File: src/core/ptsi_params.svh
`ifndef PTSI_PARAMS_SVH
`define PTSI_PARAMS_SVH
// ==========================================================
// address map (byte addresses, 16-bit registers)
`define PTSI_TS_BASE        11'h400
`define PTSI_TS_END         11'h5FF
`define PTSI_RDY_OFS        11'h400
`define PTSI_EN_OFS         11'h402
`define PTSI_SWRST_OFS      11'h404
`define PTSI_RSV_LO         11'h406
`define PTSI_RSV_HI         11'h41F
`define PTSI_UNIT_BASE      11'h420
`define PTSI_UNIT_STRIDE    11'h028
`define PTSI_UNIT_STAT_OFS  11'h000
`define PTSI_UNIT_CFG_OFS   11'h002
`define PTSI_TRIG_BASE      11'h260
`define PTSI_TRIG_END       11'h398
`define PTSI_TRIG_RSV_HI    11'h3FF
`define PTSI_TRIG_USED_LEN  5'h18
`define PTSI_TRIG_SHIFT     5
`define PTSI_TRIG_FIRST     4'h3
// ==========================================================
// unit configuration fields
`define PTSI_CFG_SEL_LSB    8
`define PTSI_CFG_RISE_BIT   7
`define PTSI_CFG_FALL_BIT   6
`define PTSI_CFG_TAIL_BIT   5
`define PTSI_CFG_CASC_BIT   0
`define PTSI_SEL_MAX        4'h6
`define PTSI_CNT_MAX        4'hF
`define PTSI_RST_VAL        12'h000
`endif

File: src/core/ptsi_pkg.sv
package ptsi_pkg;
  // ==========================================================
  // address regions seen by the register port
  typedef enum logic [2:0]
  {
    PTSI_RG_NONE,
    PTSI_RG_RDY,
    PTSI_RG_EN,
    PTSI_RG_SWRST,
    PTSI_RG_STAT,
    PTSI_RG_CFG,
    PTSI_RG_TRIG,
    PTSI_RG_RSV
  } ptsi_region_t;
endpackage

File: src/core/ptsi_timestamp_input_control.sv
`timescale 1ns/1ps
`include "ptsi_params.svh"
// How it works
// a unit that has caught an event raises its ready flag, and a ready unit drives the interrupt while the enable input is 1.
// turning a unit's enable off clears its ready flag, so a disabled unit never reads ready.
// ready, enable and soft reset each hold one bit per unit in bits 11..0, bit 0 for unit 1.
// writing 1 to an enable bit enables the unit and zeroes its event counter.
// writing 0 to an enable bit disables the unit and clears its ready and overflow flags.
// writing 1 to a soft reset bit returns the unit to inactive defaults and the bit clears itself next cycle.
// the time stamp input space spans 0x400 to 0x5FF and serves twelve units.
// 0x406 to 0x41F is reserved and has no function.
// trigger units 3 to 12 each own a 0x20 block from 0x260 up to 0x380.
// the last eight bytes of each trigger block and 0x398 to 0x3FF are reserved.
// each unit counts edges in four bits saturating at 15, then flags overflow, only the tail in cascade.
// each unit picks one of seven pins by a four-bit selector, codes above 0110 unused.
// rising and falling detection have separate enables and a disabled edge type is ignored.
// bits 15..12 of ready, enable and soft reset read as zero and ignore writes.
module ptsi_timestamp_input_control
  import ptsi_pkg::*;
#(
  parameter int NUM_UNITS = 12,
  parameter int NUM_PINS  = 7
)
(
  input  wire logic                ref_clk,
  input  wire logic                rst,
  input  wire logic                reg_cs,
  input  wire logic                reg_we,
  input  wire logic [10:0]         reg_addr,
  input  wire logic [15:0]         reg_wdata,
  output logic      [15:0]         reg_rdata,
  output logic                     reg_ack,
  input  wire logic                timestamp_interrupt_enable,
  input  wire logic [NUM_PINS-1:0] gpio_in,
  output logic                     ts_irq,
  output logic                     trig_hit,
  output logic      [3:0]          trig_unit,
  output logic                     rsv_hit
);

  // ==========================================================
  // state
  logic [NUM_PINS-1:0]  gpio_s1_r;
  logic [NUM_PINS-1:0]  gpio_s2_r;
  logic [NUM_PINS-1:0]  gpio_d_r;
  logic [NUM_UNITS-1:0] unit_enable_bits_r;
  logic [NUM_UNITS-1:0] unit_soft_reset_bits_r;
  logic [NUM_UNITS-1:0] unit_ready_flags_r;
  logic [NUM_UNITS-1:0] event_count_overflow_r;
  logic [3:0]           detected_event_counter_r [NUM_UNITS];
  logic [11:0]          cfg_r [NUM_UNITS];
  logic [NUM_UNITS-1:0] ev;
  logic                 pin_now [NUM_UNITS];
  logic                 pin_old [NUM_UNITS];
  ptsi_region_t         region;
  logic [3:0]           unit_idx;
  logic                 wr;
  logic                 wr_en;
  logic [15:0]          rdata_nxt;

  // ==========================================================
  // address decode, shared by read and write paths
  function automatic ptsi_region_t decode(input logic [10:0] a, output logic [3:0] idx);
    logic [10:0] base;
    logic [10:0] rel;
    decode = PTSI_RG_NONE;
    idx    = 4'h0;
    base   = `PTSI_UNIT_BASE;
    rel    = a - `PTSI_TRIG_BASE;
    if (a == `PTSI_RDY_OFS) decode = PTSI_RG_RDY;
    else if (a == `PTSI_EN_OFS) decode = PTSI_RG_EN;
    else if (a == `PTSI_SWRST_OFS) decode = PTSI_RG_SWRST;
    else if (a >= `PTSI_RSV_LO && a <= `PTSI_RSV_HI) decode = PTSI_RG_RSV;
    else if (a >= `PTSI_TRIG_BASE && a < `PTSI_TRIG_END)
    begin
      // trigger blocks: 0x18 bytes used, 8 bytes reserved at the tail
      idx = 4'(rel >> `PTSI_TRIG_SHIFT) + `PTSI_TRIG_FIRST;
      decode = (rel[4:0] < `PTSI_TRIG_USED_LEN) ? PTSI_RG_TRIG : PTSI_RG_RSV;
    end
    else if (a >= `PTSI_TRIG_END && a <= `PTSI_TRIG_RSV_HI) decode = PTSI_RG_RSV;
    else if (a >= `PTSI_TS_BASE && a <= `PTSI_TS_END)
    begin
      for (int i = 0; i < NUM_UNITS; i++)
      begin
        if (a == base + `PTSI_UNIT_STAT_OFS)
        begin
          decode = PTSI_RG_STAT;
          idx    = 4'(i);
        end
        if (a == base + `PTSI_UNIT_CFG_OFS)
        begin
          decode = PTSI_RG_CFG;
          idx    = 4'(i);
        end
        base = base + `PTSI_UNIT_STRIDE;
      end
    end
  endfunction

  always_comb
  begin
    region = decode(reg_addr, unit_idx);
    wr     = reg_cs & reg_we;
    wr_en  = wr && (region == PTSI_RG_EN);
  end

  // ==========================================================
  // pin synchroniser; the first stage feeds nothing but the second
  always_ff @(posedge ref_clk)
  begin
    if (rst)
    begin
      gpio_s1_r <= '0;
      gpio_s2_r <= '0;
      gpio_d_r  <= '0;
    end
    else
    begin
      gpio_s1_r <= gpio_in;
      gpio_s2_r <= gpio_s1_r;
      gpio_d_r  <= gpio_s2_r;
    end
  end

  // ==========================================================
  // edge detection per unit; unused selector codes see no pin
  always_comb
  begin
    for (int i = 0; i < NUM_UNITS; i++)
    begin
      pin_now[i] = 1'b0;
      pin_old[i] = 1'b0;
      if (cfg_r[i][`PTSI_CFG_SEL_LSB+:4] <= `PTSI_SEL_MAX)
      begin
        pin_now[i] = gpio_s2_r[cfg_r[i][`PTSI_CFG_SEL_LSB+:3]];
        pin_old[i] = gpio_d_r[cfg_r[i][`PTSI_CFG_SEL_LSB+:3]];
      end
      ev[i] = unit_enable_bits_r[i] & ~unit_soft_reset_bits_r[i]
            & ((cfg_r[i][`PTSI_CFG_RISE_BIT] & pin_now[i] & ~pin_old[i])
            | (cfg_r[i][`PTSI_CFG_FALL_BIT] & ~pin_now[i] & pin_old[i]));
    end
  end

  // ==========================================================
  // enable bits; soft reset forces the unit inactive
  always_ff @(posedge ref_clk)
  begin
    if (rst) unit_enable_bits_r <= `PTSI_RST_VAL;
    else
    begin
      for (int i = 0; i < NUM_UNITS; i++)
      begin
        if (unit_soft_reset_bits_r[i]) unit_enable_bits_r[i] <= 1'b0;
        else if (wr_en) unit_enable_bits_r[i] <= reg_wdata[i];
      end
    end
  end

  // ==========================================================
  // soft reset bits live one cycle, long enough to clear the unit
  always_ff @(posedge ref_clk)
  begin
    if (rst) unit_soft_reset_bits_r <= `PTSI_RST_VAL;
    else if (wr && region == PTSI_RG_SWRST) unit_soft_reset_bits_r <= reg_wdata[11:0];
    else unit_soft_reset_bits_r <= `PTSI_RST_VAL;
  end

  // ==========================================================
  // unit configuration; reset to default by soft reset
  always_ff @(posedge ref_clk)
  begin
    for (int i = 0; i < NUM_UNITS; i++)
    begin
      if (rst || unit_soft_reset_bits_r[i]) cfg_r[i] <= `PTSI_RST_VAL;
      else if (wr && region == PTSI_RG_CFG && unit_idx == 4'(i)) cfg_r[i] <= reg_wdata[11:0];
    end
  end

  // ==========================================================
  // ready, counter and overflow; the enable write wins over an event in the same cycle, except that a write of 0 still lets the counter count it
  always_ff @(posedge ref_clk)
  begin
    for (int i = 0; i < NUM_UNITS; i++)
    begin
      if (rst || unit_soft_reset_bits_r[i])
      begin
        unit_ready_flags_r[i]       <= 1'b0;
        event_count_overflow_r[i]   <= 1'b0;
        detected_event_counter_r[i] <= 4'h0;
      end
      else
      begin
        if (wr_en && !reg_wdata[i]) unit_ready_flags_r[i] <= 1'b0;
        else if (ev[i]) unit_ready_flags_r[i] <= 1'b1;
        if (wr_en && reg_wdata[i]) detected_event_counter_r[i] <= 4'h0;
        else if (ev[i] && detected_event_counter_r[i] != `PTSI_CNT_MAX)
          detected_event_counter_r[i] <= detected_event_counter_r[i] + 4'h1;
        if (wr_en && !reg_wdata[i]) event_count_overflow_r[i] <= 1'b0;
        else if (ev[i] && !wr_en && detected_event_counter_r[i] == `PTSI_CNT_MAX
                 && (!cfg_r[i][`PTSI_CFG_CASC_BIT] || cfg_r[i][`PTSI_CFG_TAIL_BIT]))
          event_count_overflow_r[i] <= 1'b1;
      end
    end
  end

  // ==========================================================
  // read mux; reserved and unmapped space reads zero
  always_comb
  begin
    rdata_nxt = 16'h0000;
    unique case (region)
      PTSI_RG_RDY:   rdata_nxt = {4'h0, unit_ready_flags_r};
      PTSI_RG_EN:    rdata_nxt = {4'h0, unit_enable_bits_r};
      PTSI_RG_SWRST: rdata_nxt = {4'h0, unit_soft_reset_bits_r};
      PTSI_RG_STAT:  rdata_nxt = {11'h000, detected_event_counter_r[unit_idx],
                                  event_count_overflow_r[unit_idx]};
      PTSI_RG_CFG:   rdata_nxt = {4'h0, cfg_r[unit_idx]};
      PTSI_RG_TRIG, PTSI_RG_RSV, PTSI_RG_NONE: rdata_nxt = 16'h0000;
    endcase
  end

  // ==========================================================
  // registered answer and trigger-space report, one cycle after the strobe
  always_ff @(posedge ref_clk)
  begin
    if (rst)
    begin
      reg_ack   <= 1'b0;
      reg_rdata <= 16'h0000;
      trig_hit  <= 1'b0;
      trig_unit <= 4'h0;
      rsv_hit   <= 1'b0;
    end
    else
    begin
      reg_ack   <= reg_cs;
      reg_rdata <= reg_cs ? rdata_nxt : 16'h0000;
      trig_hit  <= reg_cs && region == PTSI_RG_TRIG;
      trig_unit <= (reg_cs && region == PTSI_RG_TRIG) ? unit_idx : 4'h0;
      rsv_hit   <= reg_cs && region == PTSI_RG_RSV;
    end
  end

  // ==========================================================
  // interrupt: level while any ready unit is unmasked
  always_ff @(posedge ref_clk)
  begin
    if (rst) ts_irq <= 1'b0;
    else ts_irq <= |(unit_ready_flags_r & {NUM_UNITS{timestamp_interrupt_enable}});
  end
endmodule

File: config.mk
export PLATFORM = sky130hd
export DESIGN_NAME = ptsi_timestamp_input_control
export DESIGN_NICKNAME = d
export VERILOG_FILES = /design/src/core/ptsi_pkg.sv /design/src/core/ptsi_timestamp_input_control.sv
export VERILOG_INCLUDE_DIRS = /design/src /design/src/core
export SDC_FILE = /design/constraint.sdc
export NUM_CORES = 1
export LEC_CHECK = 0
export BUFFER_PORTS_ARGS = -buffer_cell sky130_fd_sc_hd__buf_4
export CORE_ASPECT_RATIO = 1.4
export CORE_MARGIN = 2
export CORE_UTILIZATION = 60
export DETAILED_ROUTE_END_ITERATION = 10
export MAX_ROUTING_LAYER = met4
export PLACE_DENSITY = 0.81
export SLEW_MARGIN = 20
export SYNTH_ARGS = -nofsm -noshare
export SYNTH_HDL_FRONTEND = slang
export SYNTH_SLANG_ARGS = --single-unit
File: constraint.sdc
create_clock -name ref_clk -period 12.3 [get_ports ref_clk]
set_input_delay 1.845 -clock ref_clk [delete_from_list [all_inputs] [get_ports ref_clk]]
set_output_delay 1.845 -clock ref_clk [all_outputs]
set_load 0.01 [all_outputs]
; Yosys cells after proc, flatten, opt, wreduce, memory -nomap -nowiden
; Memories as Yosys holds them, arrays and structs flattened.
; Index checks and enable logic that the tools add are counted.
[op_classes]
n_addsub = 14
order_cmp = 34
n_eq_ne = 69
mux = 316
n_bitwise = 161
reduce_logical = 173
[ops]
columns = operator, count
row1 = $eq 11x11->1 const B, 27
row2 = $mux 4, 52
row3 = $mux 1, 195
row4 = $mux 12, 12
row5 = $pmux 16 s6, 1
row6 = $logic_and 1x1->1, 93
row7 = $mux 3, 31
row8 = $and 1x1->1, 73
row9 = $bmux 1 s3, 24
row10 = $eq 4x4->1 const B, 16
row11 = $reduce_or 2->1, 27
row12 = $add 4x1->4 const B, 12
row13 = $le 4x3->1 const B, 12
row14 = $lt 3x4->1 const B, 12
row15 = $ne 4x4->1 const B, 12
row16 = $or 1x1->1, 48
row17 = $not 1->1, 39
row18 = $logic_not 1->1, 25
row19 = $logic_or 1x1->1, 24
row20 = $ge 11x10->1 const B, 2
row21 = $ge 11x11->1 const B, 2
row22 = $le 11x11->1 const B, 2
row23 = $eq 4x3->1 const B, 4
row24 = $and 12x12->12, 1
row25 = other kinds (16), 21
[word_totals]
regBits = 93
ramBits = 192
in_bits = 39
out_inout_bits = 24
word_cells = 815
n_memories = 2
[memory_table]
columns = name, depth, word_bits, read_ports, rd_ports_with_merged_regs, write_ports, line
row1 = cfg_r, 12, 12, 13, 0, 12, ptsi_timestamp_input_control.sv:51  ; logic [11:0] cfg_r [NUM_UNITS];
row2 = detected_event_counter_r, 12, 4, 13, 0, 12, ptsi_timestamp_input_control.sv:50  ; logic [3:0] detected_event_counter_r [NUM_UNITS];

; Longest topological paths before layout
; Gate-level depths: netlist (run 1).
[logic_depth]
word_depth = 40
mapped_depth = 15
depth_no_buf = 11

; Least setup slack after synthesis (run 1)
; Ideal clock, no wire load.
[synth_timing]
path_type = input port to flip-flop
start = input port reg_addr[6]
end = memory cfg_r[5][0] (enable)
setup_time_ps = 398
t_arrival_ps = 5021
required_ps = 11902
slack_ps = 6881
stages = 12
path_buffers = 4
cell_sequence = buf_2 -> buf_2 -> inv_1 -> ha_1 -> or4b_1 -> o21ai_0 -> a311o_1 -> nand3_1 -> or2_2 -> clkbuf_1 -> buf_2 -> o21ai_0
[synth_lines]
columns = item, line
row1 = from (decl), ptsi_timestamp_input_control.sv:29  ; input wire logic [10:0] reg_addr,
row2 = to (decl), ptsi_timestamp_input_control.sv:51

==> flow_summary.toml, run 1 <==
[setup_path]
worstSetupPathType = "in -> reg"
worst_ep_arrival_time_ns = 6.79
start_kind = "primary input"
rrSetupSlack_ns = 9.47
crit_path_end_kind = "flop"
reg2reg_to = "detected_event_counter_r[5][2]"
cp.required_ns = 12.73
r2r_start = "gpio_s2_r[0]"
cp_max_fo = 29
r2r_cells = 7

[logic_synthesis]
synth.avg_cell_area_um2 = 9.92
netlist_area_um2 = 15300
netlist_instances = 1544
synth_edf_count = 192
ys_seq_area_share_pct = 49.3
ys_ff_latch = 281
synth_flop_cell = "edfxtp_1"
synth_cell_types = 77
yosysWarnings = 0
synthArstFlopShare_pct = 0

[pwr]
p_clk_share_pct = 39.1
total_power_mw = 2.07
p_per_area_nw_per_um2 = 123
p_leak_nw = 6.19
pwr-share-comb_pct = 9.0
power_frac_seq_pct = 51.9
p_int_mw = 1.56
p_sw_mw = 0.514
irDropWorstVdd_mv = 0.129
swShare_pct = 24.8

[min_path]
holdPathEnd = "gpio_s2_r[1]"
hold_start = "gpio_s1_r[1]"
min_path_type = "reg -> reg"
min_path_cells = 1

[timing]
fmax_mhz = 157
slew_headroom_pct = 26.5
skew_ns = 0.0288
timing.final.crit_share_pct = 51.7
hold_violations = 0
tightest_slew_ns = 1.09
rsz0062_at_grt = "no"
setup_viol = 0
drv_slew = 0
finalCriticalPeriod_ns = 6.36
fin_setup_tns_ns = 0

[clocking]
cts_buffer_depth = 3
clk_latency_ns = 0.57
htreeDepth = 1
ctsHoldBuffers = 0
clock_sinks = 281
cts_tree = "done"
post_cts_resized = 0
clk_pin_slew_worst_paths_ns = 0.07
cts_buffers = 27
root_buffer = "clkbuf_16"
cts_setup_buffers = 0

[route]
antenna_left = 0
firstDrtPassIters = 6
avgViaCountPerCell = 6.75
num_vias = 12700
wl_per_cell_um = 24.6
drtIter0Drc = 1452
drc = 0
routed_wirelength_um = 46200

[floorplan]
ios = 63
coreArea_um2 = 25200
initial_core_util_pct = 60.8
dieArea_um2 = 26900
die_width_um = 139
rows = 69
die_h_um = 193

[global_routing]
grt_overflow = 0
antenna_found_initial = 0
grt_pass1_vias = 12200
grt_max_degree = 52
grt_use_total_pct = 34.8
grt_pass1_wl_um = 69400

[placement]
port_buffers = 54
gp_congestion = 0.991
place_hpwl_um = 31500
dp_cells = 1827

[run_status]
status = "complete, no violations"

[final_layout]
most-common-layout-cells = "edfxtp_1, and2_1, nor2_1"
layout.nets = 1591
fin_cells = 1878
layout_commonest_cell = "edfxtp_1"
final_layout_size_suffix_gt1_share_pct = 13.2
syn2layout_area_growth_pct = 9.52
fillCellCount = 2009

[flow_run]
drv_cap = 0
-- cell families after synthesis --
family,share of synthesized area [%]
and+or+nand+nor,21.2
AOI/OAI and AO/OA,15.8
DFF,49.3
buffers and inverters,4.65
muxes,6.16
xor gates and xnor gates,1.66
adders and majority gates,1.22
other,0.0245
-- stage by stage --
step	utilization, %	area [um^2]	worst slack, ns	hold slack [ns]
final	66.6	16800	5.94	0.432
after detailed placement	63.0	15900	5.56	0.420
after floorplan	-	15300	6.88	0.414
after global placement	63.0	15900	5.69	0.417
after CTS	66.4	16700	6.12	0.436
after global routing	66.6	16800	5.78	0.458
-- synth_stat cells (4+ instances only) --
master	instances	area, um^2
dfxtp_1	89	1780
inv_1	61	229
nor4_1	6	37.5
nor2b_1	37	231
xnor2_1	13	114
nand4_1	9	56.3
buf_4	4	30.0
o22ai_1	81	507
and3_1	15	93.8
mux4_2	24	541
or2_2	18	113
edfxtp_1	192	5770
o211ai_1	21	158
or3_1	5	31.3
a21oi_1	92	460
o221ai_1	4	35.0
nor3_1	21	105
or4_1	4	30.0
xor2_1	16	140
ha_1	15	188
and2_1	179	1120
nand2_1	74	278
mux2i_1	38	380
clkbuf_1	81	304
nand2b_1	10	62.6
nand3_1	57	285
a221oi_1	13	114
o41ai_1	12	105
o2111ai_1	4	35.0
nor4b_1	7	61.3
a211oi_1	15	113
nor2_1	131	492
buf_1	9	33.8
a21o_1	4	30.0
o221a_2	12	135
o21ai_0	85	425
buf_2	23	115
-- how the worst max path moves through the flow --
stage                     depth (start not counted)  slack, ns             to         from
after floorplan                                  12       6.88    cfg_r[5][0]  reg_addr[6]
after global placement                           11       5.69   cfg_r[11][8]  reg_addr[6]
after detailed placement                         11       5.56   cfg_r[11][8]  reg_addr[6]
after CTS                                        11       6.12   cfg_r[11][4]  reg_addr[6]
after global routing                             13       5.78   cfg_r[10][8]  reg_addr[5]
final                                            13       5.94  cfg_r[10][10]  reg_addr[5]
-- registers in the layout, summed over array words and instances (netlist names), 12 cells and up --
name                      count
cfg_r                       144
reg_rdata                    12
event_count_overflow_r       12
detected_event_counter_r     48
unit_enable_bits_r           12
unit_ready_flags_r           12
unit_soft_reset_bits_r       12
-- power groups by stage --
stage                     sequential (mW)  combinational [mW]  clock, mW
after floorplan                      1.08               0.123          0
after CTS                            1.07               0.180      0.812
after global placement               1.09               0.176          0
after global routing                 1.08               0.198      0.845
final                                1.07               0.186      0.810
after detailed placement             1.09               0.179          0
-- layer usage --
metal / global-route usage [%] / wire length [um]
met5: - / 0
met4: 25.0 / 3850
met3: 4.20 / 4220
met2: 57.7 / 22300
met1: 39.3 / 15800
-- area by class of cell --
cell class | instances | area [um^2] | share of cell area, %
flip-flops and latches | 281 | 7550 | 45.0
multi-input cells | 1088 | 7170 | 42.7
clock buffers | 43 | 807 | 4.81
repair buffers | 78 | 586 | 3.49
well taps | 319 | 399 | 2.38
inverters | 61 | 229 | 1.36
clock inverters | 7 | 45.0 | 0.268
diodes | 1 | 2.50 | 0.0149
-- critical path, stage by stage --
cell and delay (ns):
buf_4 0.20, inv_1 0.19, ha_1 0.20, or4b_1 0.45, o21ai_0 0.42, a311oi_4 0.12
nor2_4 0.79, nand2_1 0.23, a21oi_4 0.53, nand4_2 0.40, nor3_1 0.95, buf_4 0.29
and2_1 0.14
Note: power is estimated with default switching activity, not from simulation.
==> run 2: changes to the inputs <==
clock period = 6.3 ns   (was 12.3 ns; I/O delays follow)
==> run 2 against run 1 <==
  * Clock skew shrank 0.0046 ns
  * Die area stayed put
  * Global-route usage down 0.16 points
  * Final area rose by 0.73%
  * Critical path type unchanged
  * Non-clock buffer count increased by 17
  * Critical endpoint is now cfg_r[0][3]
  * Critical path depth decreased by 2
  * Sequential share of layout area down 0.33 points
  * Count of clock-buffer cells in the layout down 1
  * Largest cell class unchanged
  * Utilization increased by 0.49 points
  * Wire length fell by 0.16%
==> flow_summary.toml, run 2 (synthesis results as in run 1) <==
[run_status]
status = "complete, no violations"

[timing]
hold_violations = 0
fmax_mhz = 221
rsz0062_at_grt = "no"
skew_ns = 0.0242
setup_viol = 0
drv_slew = 0
fin_setup_tns_ns = 0
finalCriticalPeriod_ns = 4.52
timing.final.crit_share_pct = 71.7
slew_headroom_pct = 32.0
tightest_slew_ns = 1.02

[floorplan]
initial_core_util_pct = 60.8
die_width_um = 139
dieArea_um2 = 26900
rows = 69
die_h_um = 193
coreArea_um2 = 25200
ios = 63

[route]
drtIter0Drc = 1509
avgViaCountPerCell = 6.74
wl_per_cell_um = 24.3
antenna_left = 0
drc = 0
routed_wirelength_um = 46100
firstDrtPassIters = 6
num_vias = 12800

[setup_path]
cp_max_fo = 25
worst_ep_arrival_time_ns = 4.78
max_stage_delay_ns = 0.62
crit_path_end_kind = "flop"
cp_slowest_cell = "and2_1"
cp.required_ns = 6.56
cp_common_cell = "buf_4"
crit_start = "reg_addr[5]"
r2r_start = "gpio_s2_r[3]"
reg2reg_to = "detected_event_counter_r[5][0]"
worstSetupPathType = "in -> reg"
rrSetupSlack_ns = 3.56
path_cells = "buf_4, inv_1, ha_1, nor4bb_1, a31oi_1, a21oi_1, o31a_1, and2_1, nand3_2, o21ai_1, buf_4"
r2r_cells = 7
start_kind = "primary input"

[placement]
gp_congestion = 1.02
port_buffers = 54
place_hpwl_um = 31800
dp_cells = 1844

[min_path]
min_path_type = "reg -> reg"
min_path_cells = 1
hold_start = "gpio_s1_r[2]"
holdPathEnd = "gpio_s2_r[2]"

[final_layout]
reg_top3 = "cfg_r: 144 flops, detected_event_counter_r: 48 flops"
final_layout_size_suffix_gt1_share_pct = 13.4
largest-register = "cfg_r"
layout.nets = 1607
largest_reg_flops = 144
fillCellCount = 1966
layout_commonest_cell = "edfxtp_1"
fin_cells = 1894
syn2layout_area_growth_pct = 10.3
most-common-layout-cells = "edfxtp_1, and2_1, nor2_1"

[pwr]
p_int_mw = 3.09
pwr-share-comb_pct = 9.0
power_frac_seq_pct = 51.2
swShare_pct = 24.5
p_sw_mw = 1.00
p_clk_share_pct = 39.8
p_per_area_nw_per_um2 = 242
p_leak_nw = 6.28
irDropWorstVdd_mv = 0.247

[clocking]
cts_tree = "done"
root_buffer = "clkbuf_16"
post_cts_resized = 0
htreeDepth = 1
cts_buffers = 26
ctsHoldBuffers = 0
clk_pin_slew_worst_paths_ns = 0.06
clock_sinks = 281
clk_latency_ns = 0.57
cts_setup_buffers = 0
cts_buffer_depth = 3

[global_routing]
grt_use_total_pct = 34.6
grt_pass1_wl_um = 69000
grt_max_degree = 48
grt_pass1_vias = 12100
antenna_found_initial = 2
grt_overflow = 0

[flow_run]
drv_cap = 0
==> run 2: changes by cell type in the layout (fill, tap and decap cells not counted), sizes merged <==
cell    change
inv         -2
diode       +1
buf        +17
bufinv      +1
clkbuf      -1
==> run 2: how the worst max path moves through the flow <==
stage / to / slack [ns] / cells past startpoint
floorplan: cfg_r[5][0] / 1.78 / 12
global placement: cfg_r[0][0] / 1.43 / 11
detailed placement: cfg_r[0][0] / 1.36 / 11
CTS: cfg_r[0][3] / 1.91 / 11
global route: cfg_r[3][4] / 1.61 / 12
finish: cfg_r[0][3] / 1.78 / 11
==> run 2: final cells by class <==
cell class | count | area [um^2] | share of cell area (%)
multi-input combinational | 1088 | 7110 | 42.1
clock inverter | 6 | 67.6 | 0.400
sequential | 281 | 7550 | 44.6
inverter | 61 | 229 | 1.35
clock buffer | 42 | 817 | 4.83
tap | 319 | 399 | 2.36
timing repair buffer | 95 | 726 | 4.29
antenna | 2 | 5.00 | 0.0296
==> run 2: through the flow <==
stage	worst slack [ns]	power [mW]	area [um^2]	hold WS, ns	utilization, %
after floorplan	1.78	2.34	15300	0.414	-
after global placement	1.43	2.48	16000	0.416	63.5
after detailed placement	1.36	2.49	16000	0.427	63.5
after CTS	1.91	4.08	16900	0.449	67.0
after global routing	1.61	4.20	16900	0.455	67.1
final	1.78	4.10	16900	0.442	67.1
==> run 2: layer usage <==
metal  wire (um)  global-route usage (%)
met1       15900                    39.1
met2       22600                    58.6
met3        4280                    4.79
met4        3330                    21.6
met5           0                       -
==> run 2: power by group through the flow <==
stage / clock network, mW / registers, mW / logic [mW]
floorplan: 0 / 2.10 / 0.240
global placement: 0 / 2.13 / 0.349
detailed placement: 0 / 2.13 / 0.356
CTS: 1.63 / 2.09 / 0.358
global route: 1.70 / 2.10 / 0.389
finish: 1.63 / 2.10 / 0.368
==> run 2: worst max-delay path, delay by kind of cell <==
kind	cells	cell delay, ns
and+or+nand+nor	3	1.21
buffers and inverters	3	0.69
AOI/OAI and AO/OA	4	1.51
adders and majority gates	1	0.42
==> run 3: changes to the inputs <==
CORE_UTILIZATION = 56   (was 60)
PLACE_DENSITY = 0.79   (was 0.81)
clock period = 4.13 ns   (was 6.3 ns; I/O delays follow)
==> run 3 against run 2 <==
  * Worst setup slack worse by 1.4 ns
  * Largest cell class unchanged
  * Global-route usage is 0.19 points lower
  * Register-to-register slack worse by 2.2 ns
  * Non-clock buffer count is 54 higher
  * Clock power is 63% higher
  * Highest routed layer unchanged
  * Sequential power is 52% higher
  * Wire length is 3.9% higher
  * First-iteration DRC count is 6.6% lower
  * Utilization is 2.1 points lower
  * Count of clock-buffer cells in the layout is 8 lower
  * Flip-flop and latch count stayed put
  * Worst hold slack worse by 0.21 ns
==> flow_summary.toml, run 3 (synthesis results as in run 1) <==
[final_layout]
multi_input_area_um2 = 7140
syn2layout_area_growth_pct = 14.2
reg_top3 = "cfg_r: 144 flops, detected_event_counter_r: 48 flops"
layout.nets = 1663
final_util_pct = 65.0
largest_reg_flops = 144
seq_area_um2 = 7550
layout_commonest_cell = "edfxtp_1"
final_layout_size_suffix_gt1_share_pct = 16.9
fillCellCount = 2105
most-common-layout-cells = "edfxtp_1, and2_1, buf_4"
final_cell_area_um2 = 17500
largest-register = "cfg_r"
fin_cells = 1997

[timing]
setup_viol = 0
fmax_mhz = 268
fin_setup_tns_ns = 0
finalCriticalPeriod_ns = 3.73
timing.final.crit_share_pct = 90.3
skew_ns = 0.0423
hold_violations = 0
drv_slew = 0
slew_headroom_pct = 25.4
worst_slack_ns = 0.399
whs_ns = 0.229
rsz0062_at_grt = "no"
tightest_slew_ns = 1.11

[floorplan]
die_width_um = 144
coreArea_um2 = 26900
ios = 63
rows = 71
initial_core_util_pct = 56.9
die_h_um = 200
dieArea_um2 = 28700

[route]
top_layer = "met4"
wl_met1_um = 16300
wl_met3_um = 4720
num_vias = 13200
firstDrtPassIters = 6
drc = 0
avgViaCountPerCell = 6.59
drtIter0Drc = 1410
wl_met2_um = 23400
wl_per_cell_um = 24.0
routed_wirelength_um = 47900
antenna_left = 0

[placement]
port_buffers = 54
dpl_worst_slack_ns = -0.0616
gp_congestion = 0.998
place_hpwl_um = 33600
dp_cells = 1944
dpl_cell_area_um2 = 16500

[clocking]
cts_tree = "done"
cts_buffer_depth = 3
cts_setup_buffers = 0
root_buffer = "clkbuf_16"
cts_buffers = 28
clock_sinks = 281
clk_latency_ns = 0.59
clk_pin_slew_worst_paths_ns = 0.07
ctsHoldBuffers = 0
post_cts_resized = 0
htreeDepth = 1

[min_path]
holdPathEnd = "gpio_s1_r[6]"
min_path_cells = 2
min_path_type = "in -> reg"
hold_start = "gpio_in[6]"

[global_routing]
grt_pass1_vias = 12700
grt_use_total_pct = 34.4
antenna_found_initial = 1
grt_max_degree = 48
grt_pass1_wl_um = 72200
grt_overflow = 0

[pwr]
total_power_mw = 6.47
pwr-share-comb_pct = 9.4
irDropWorstVdd_mv = 0.326
p_leak_nw = 6.59
swShare_pct = 25.2
p_clk_share_pct = 41.1
p_int_mw = 4.84
p_per_area_nw_per_um2 = 370
power_frac_seq_pct = 49.4
p_sw_mw = 1.63

[setup_path]
max_stage_delay_ns = 0.87
r2r_start = "gpio_s2_r[3]"
cp.required_ns = 4.59
worst_ep_arrival_time_ns = 4.19
reg2reg_to = "detected_event_counter_r[2][3]"
path_cells = "buf_4, or4b_2, o221ai_1, o21ai_0, o211ai_1, nand2_1, a21oi_4, nand3_2, buf_4, nor3_1, and2_1"
r2r_cells = 7
crit_path_end_kind = "flop"
start_kind = "primary input"
cp_common_cell = "buf_4"
worstSetupPathType = "in -> reg"
cp_slowest_cell = "nor3_1"
cp_max_fo = 12
rrSetupSlack_ns = 1.32
crit_start = "reg_addr[2]"

[run_status]
status = "complete, no violations"

[flow_run]
drv_cap = 0
-- run 3: changes by cell type in the layout (fill, tap and decap cells not counted), moves of 2 or more --
cell / before / now
clkinv_2: 2 / 8
nor3_2: 0 / 5
clkbuf_8: 6 / 1
clkinv_4: 0 / 2
clkbuf_1: 7 / 4
buf_12: 1 / 3
bufinv_16: 1 / 3
nor3_1: 21 / 16
buf_4: 94 / 146
-- run 3: layout make-up --
cell class / count / share of cell area, %
antenna: 1 / 0.0143
clock buffer: 34 / 4.31
clock inverter: 18 / 1.19
inverter: 61 / 1.31
multi-input combinational: 1088 / 40.8
sequential: 281 / 43.1
tap: 365 / 2.61
timing repair buffer: 149 / 6.61
-- run 3: worst max-delay path: cells and delay by family --
| family | cells | cell delay (ns) |
|---|---|---|
| buf+inv | 2 | 0.32 |
| compound gates | 4 | 0.98 |
| simple gates | 5 | 2.24 |
-- run 3: layer usage --
| metal | track usage, % | vias up |
|---|---|---|
| met5 | - | - |
| met4 | 20.2 | 0 |
| met3 | 4.79 | 229 |
| met2 | 57.2 | 911 |
| met1 | 39.7 | 6241 |
| li1 | - | 5773 |
-- run 3: worst max path at each step --
stage	endpoint	cells after the start
floorplan	cfg_r[1][0]	12
global placement	cfg_r[3][6]	10
detailed placement	cfg_r[6][10]	10
CTS	cfg_r[6][4]	10
global route	cfg_r[4][4]	13
finish	cfg_r[7][1]	11
-- run 3: power groups by stage --
stage          Sequential [mW]  Combinational (mW)  Clock [mW]
6_report                  3.20               0.610        2.66
5_1_grt                   3.21               0.642        2.77
4_1_cts                   3.20               0.590        2.66
3_5_place_dp              3.26               0.585           0
3_3_place_gp              3.25               0.573           0
2_1_floorplan             3.20               0.366           0
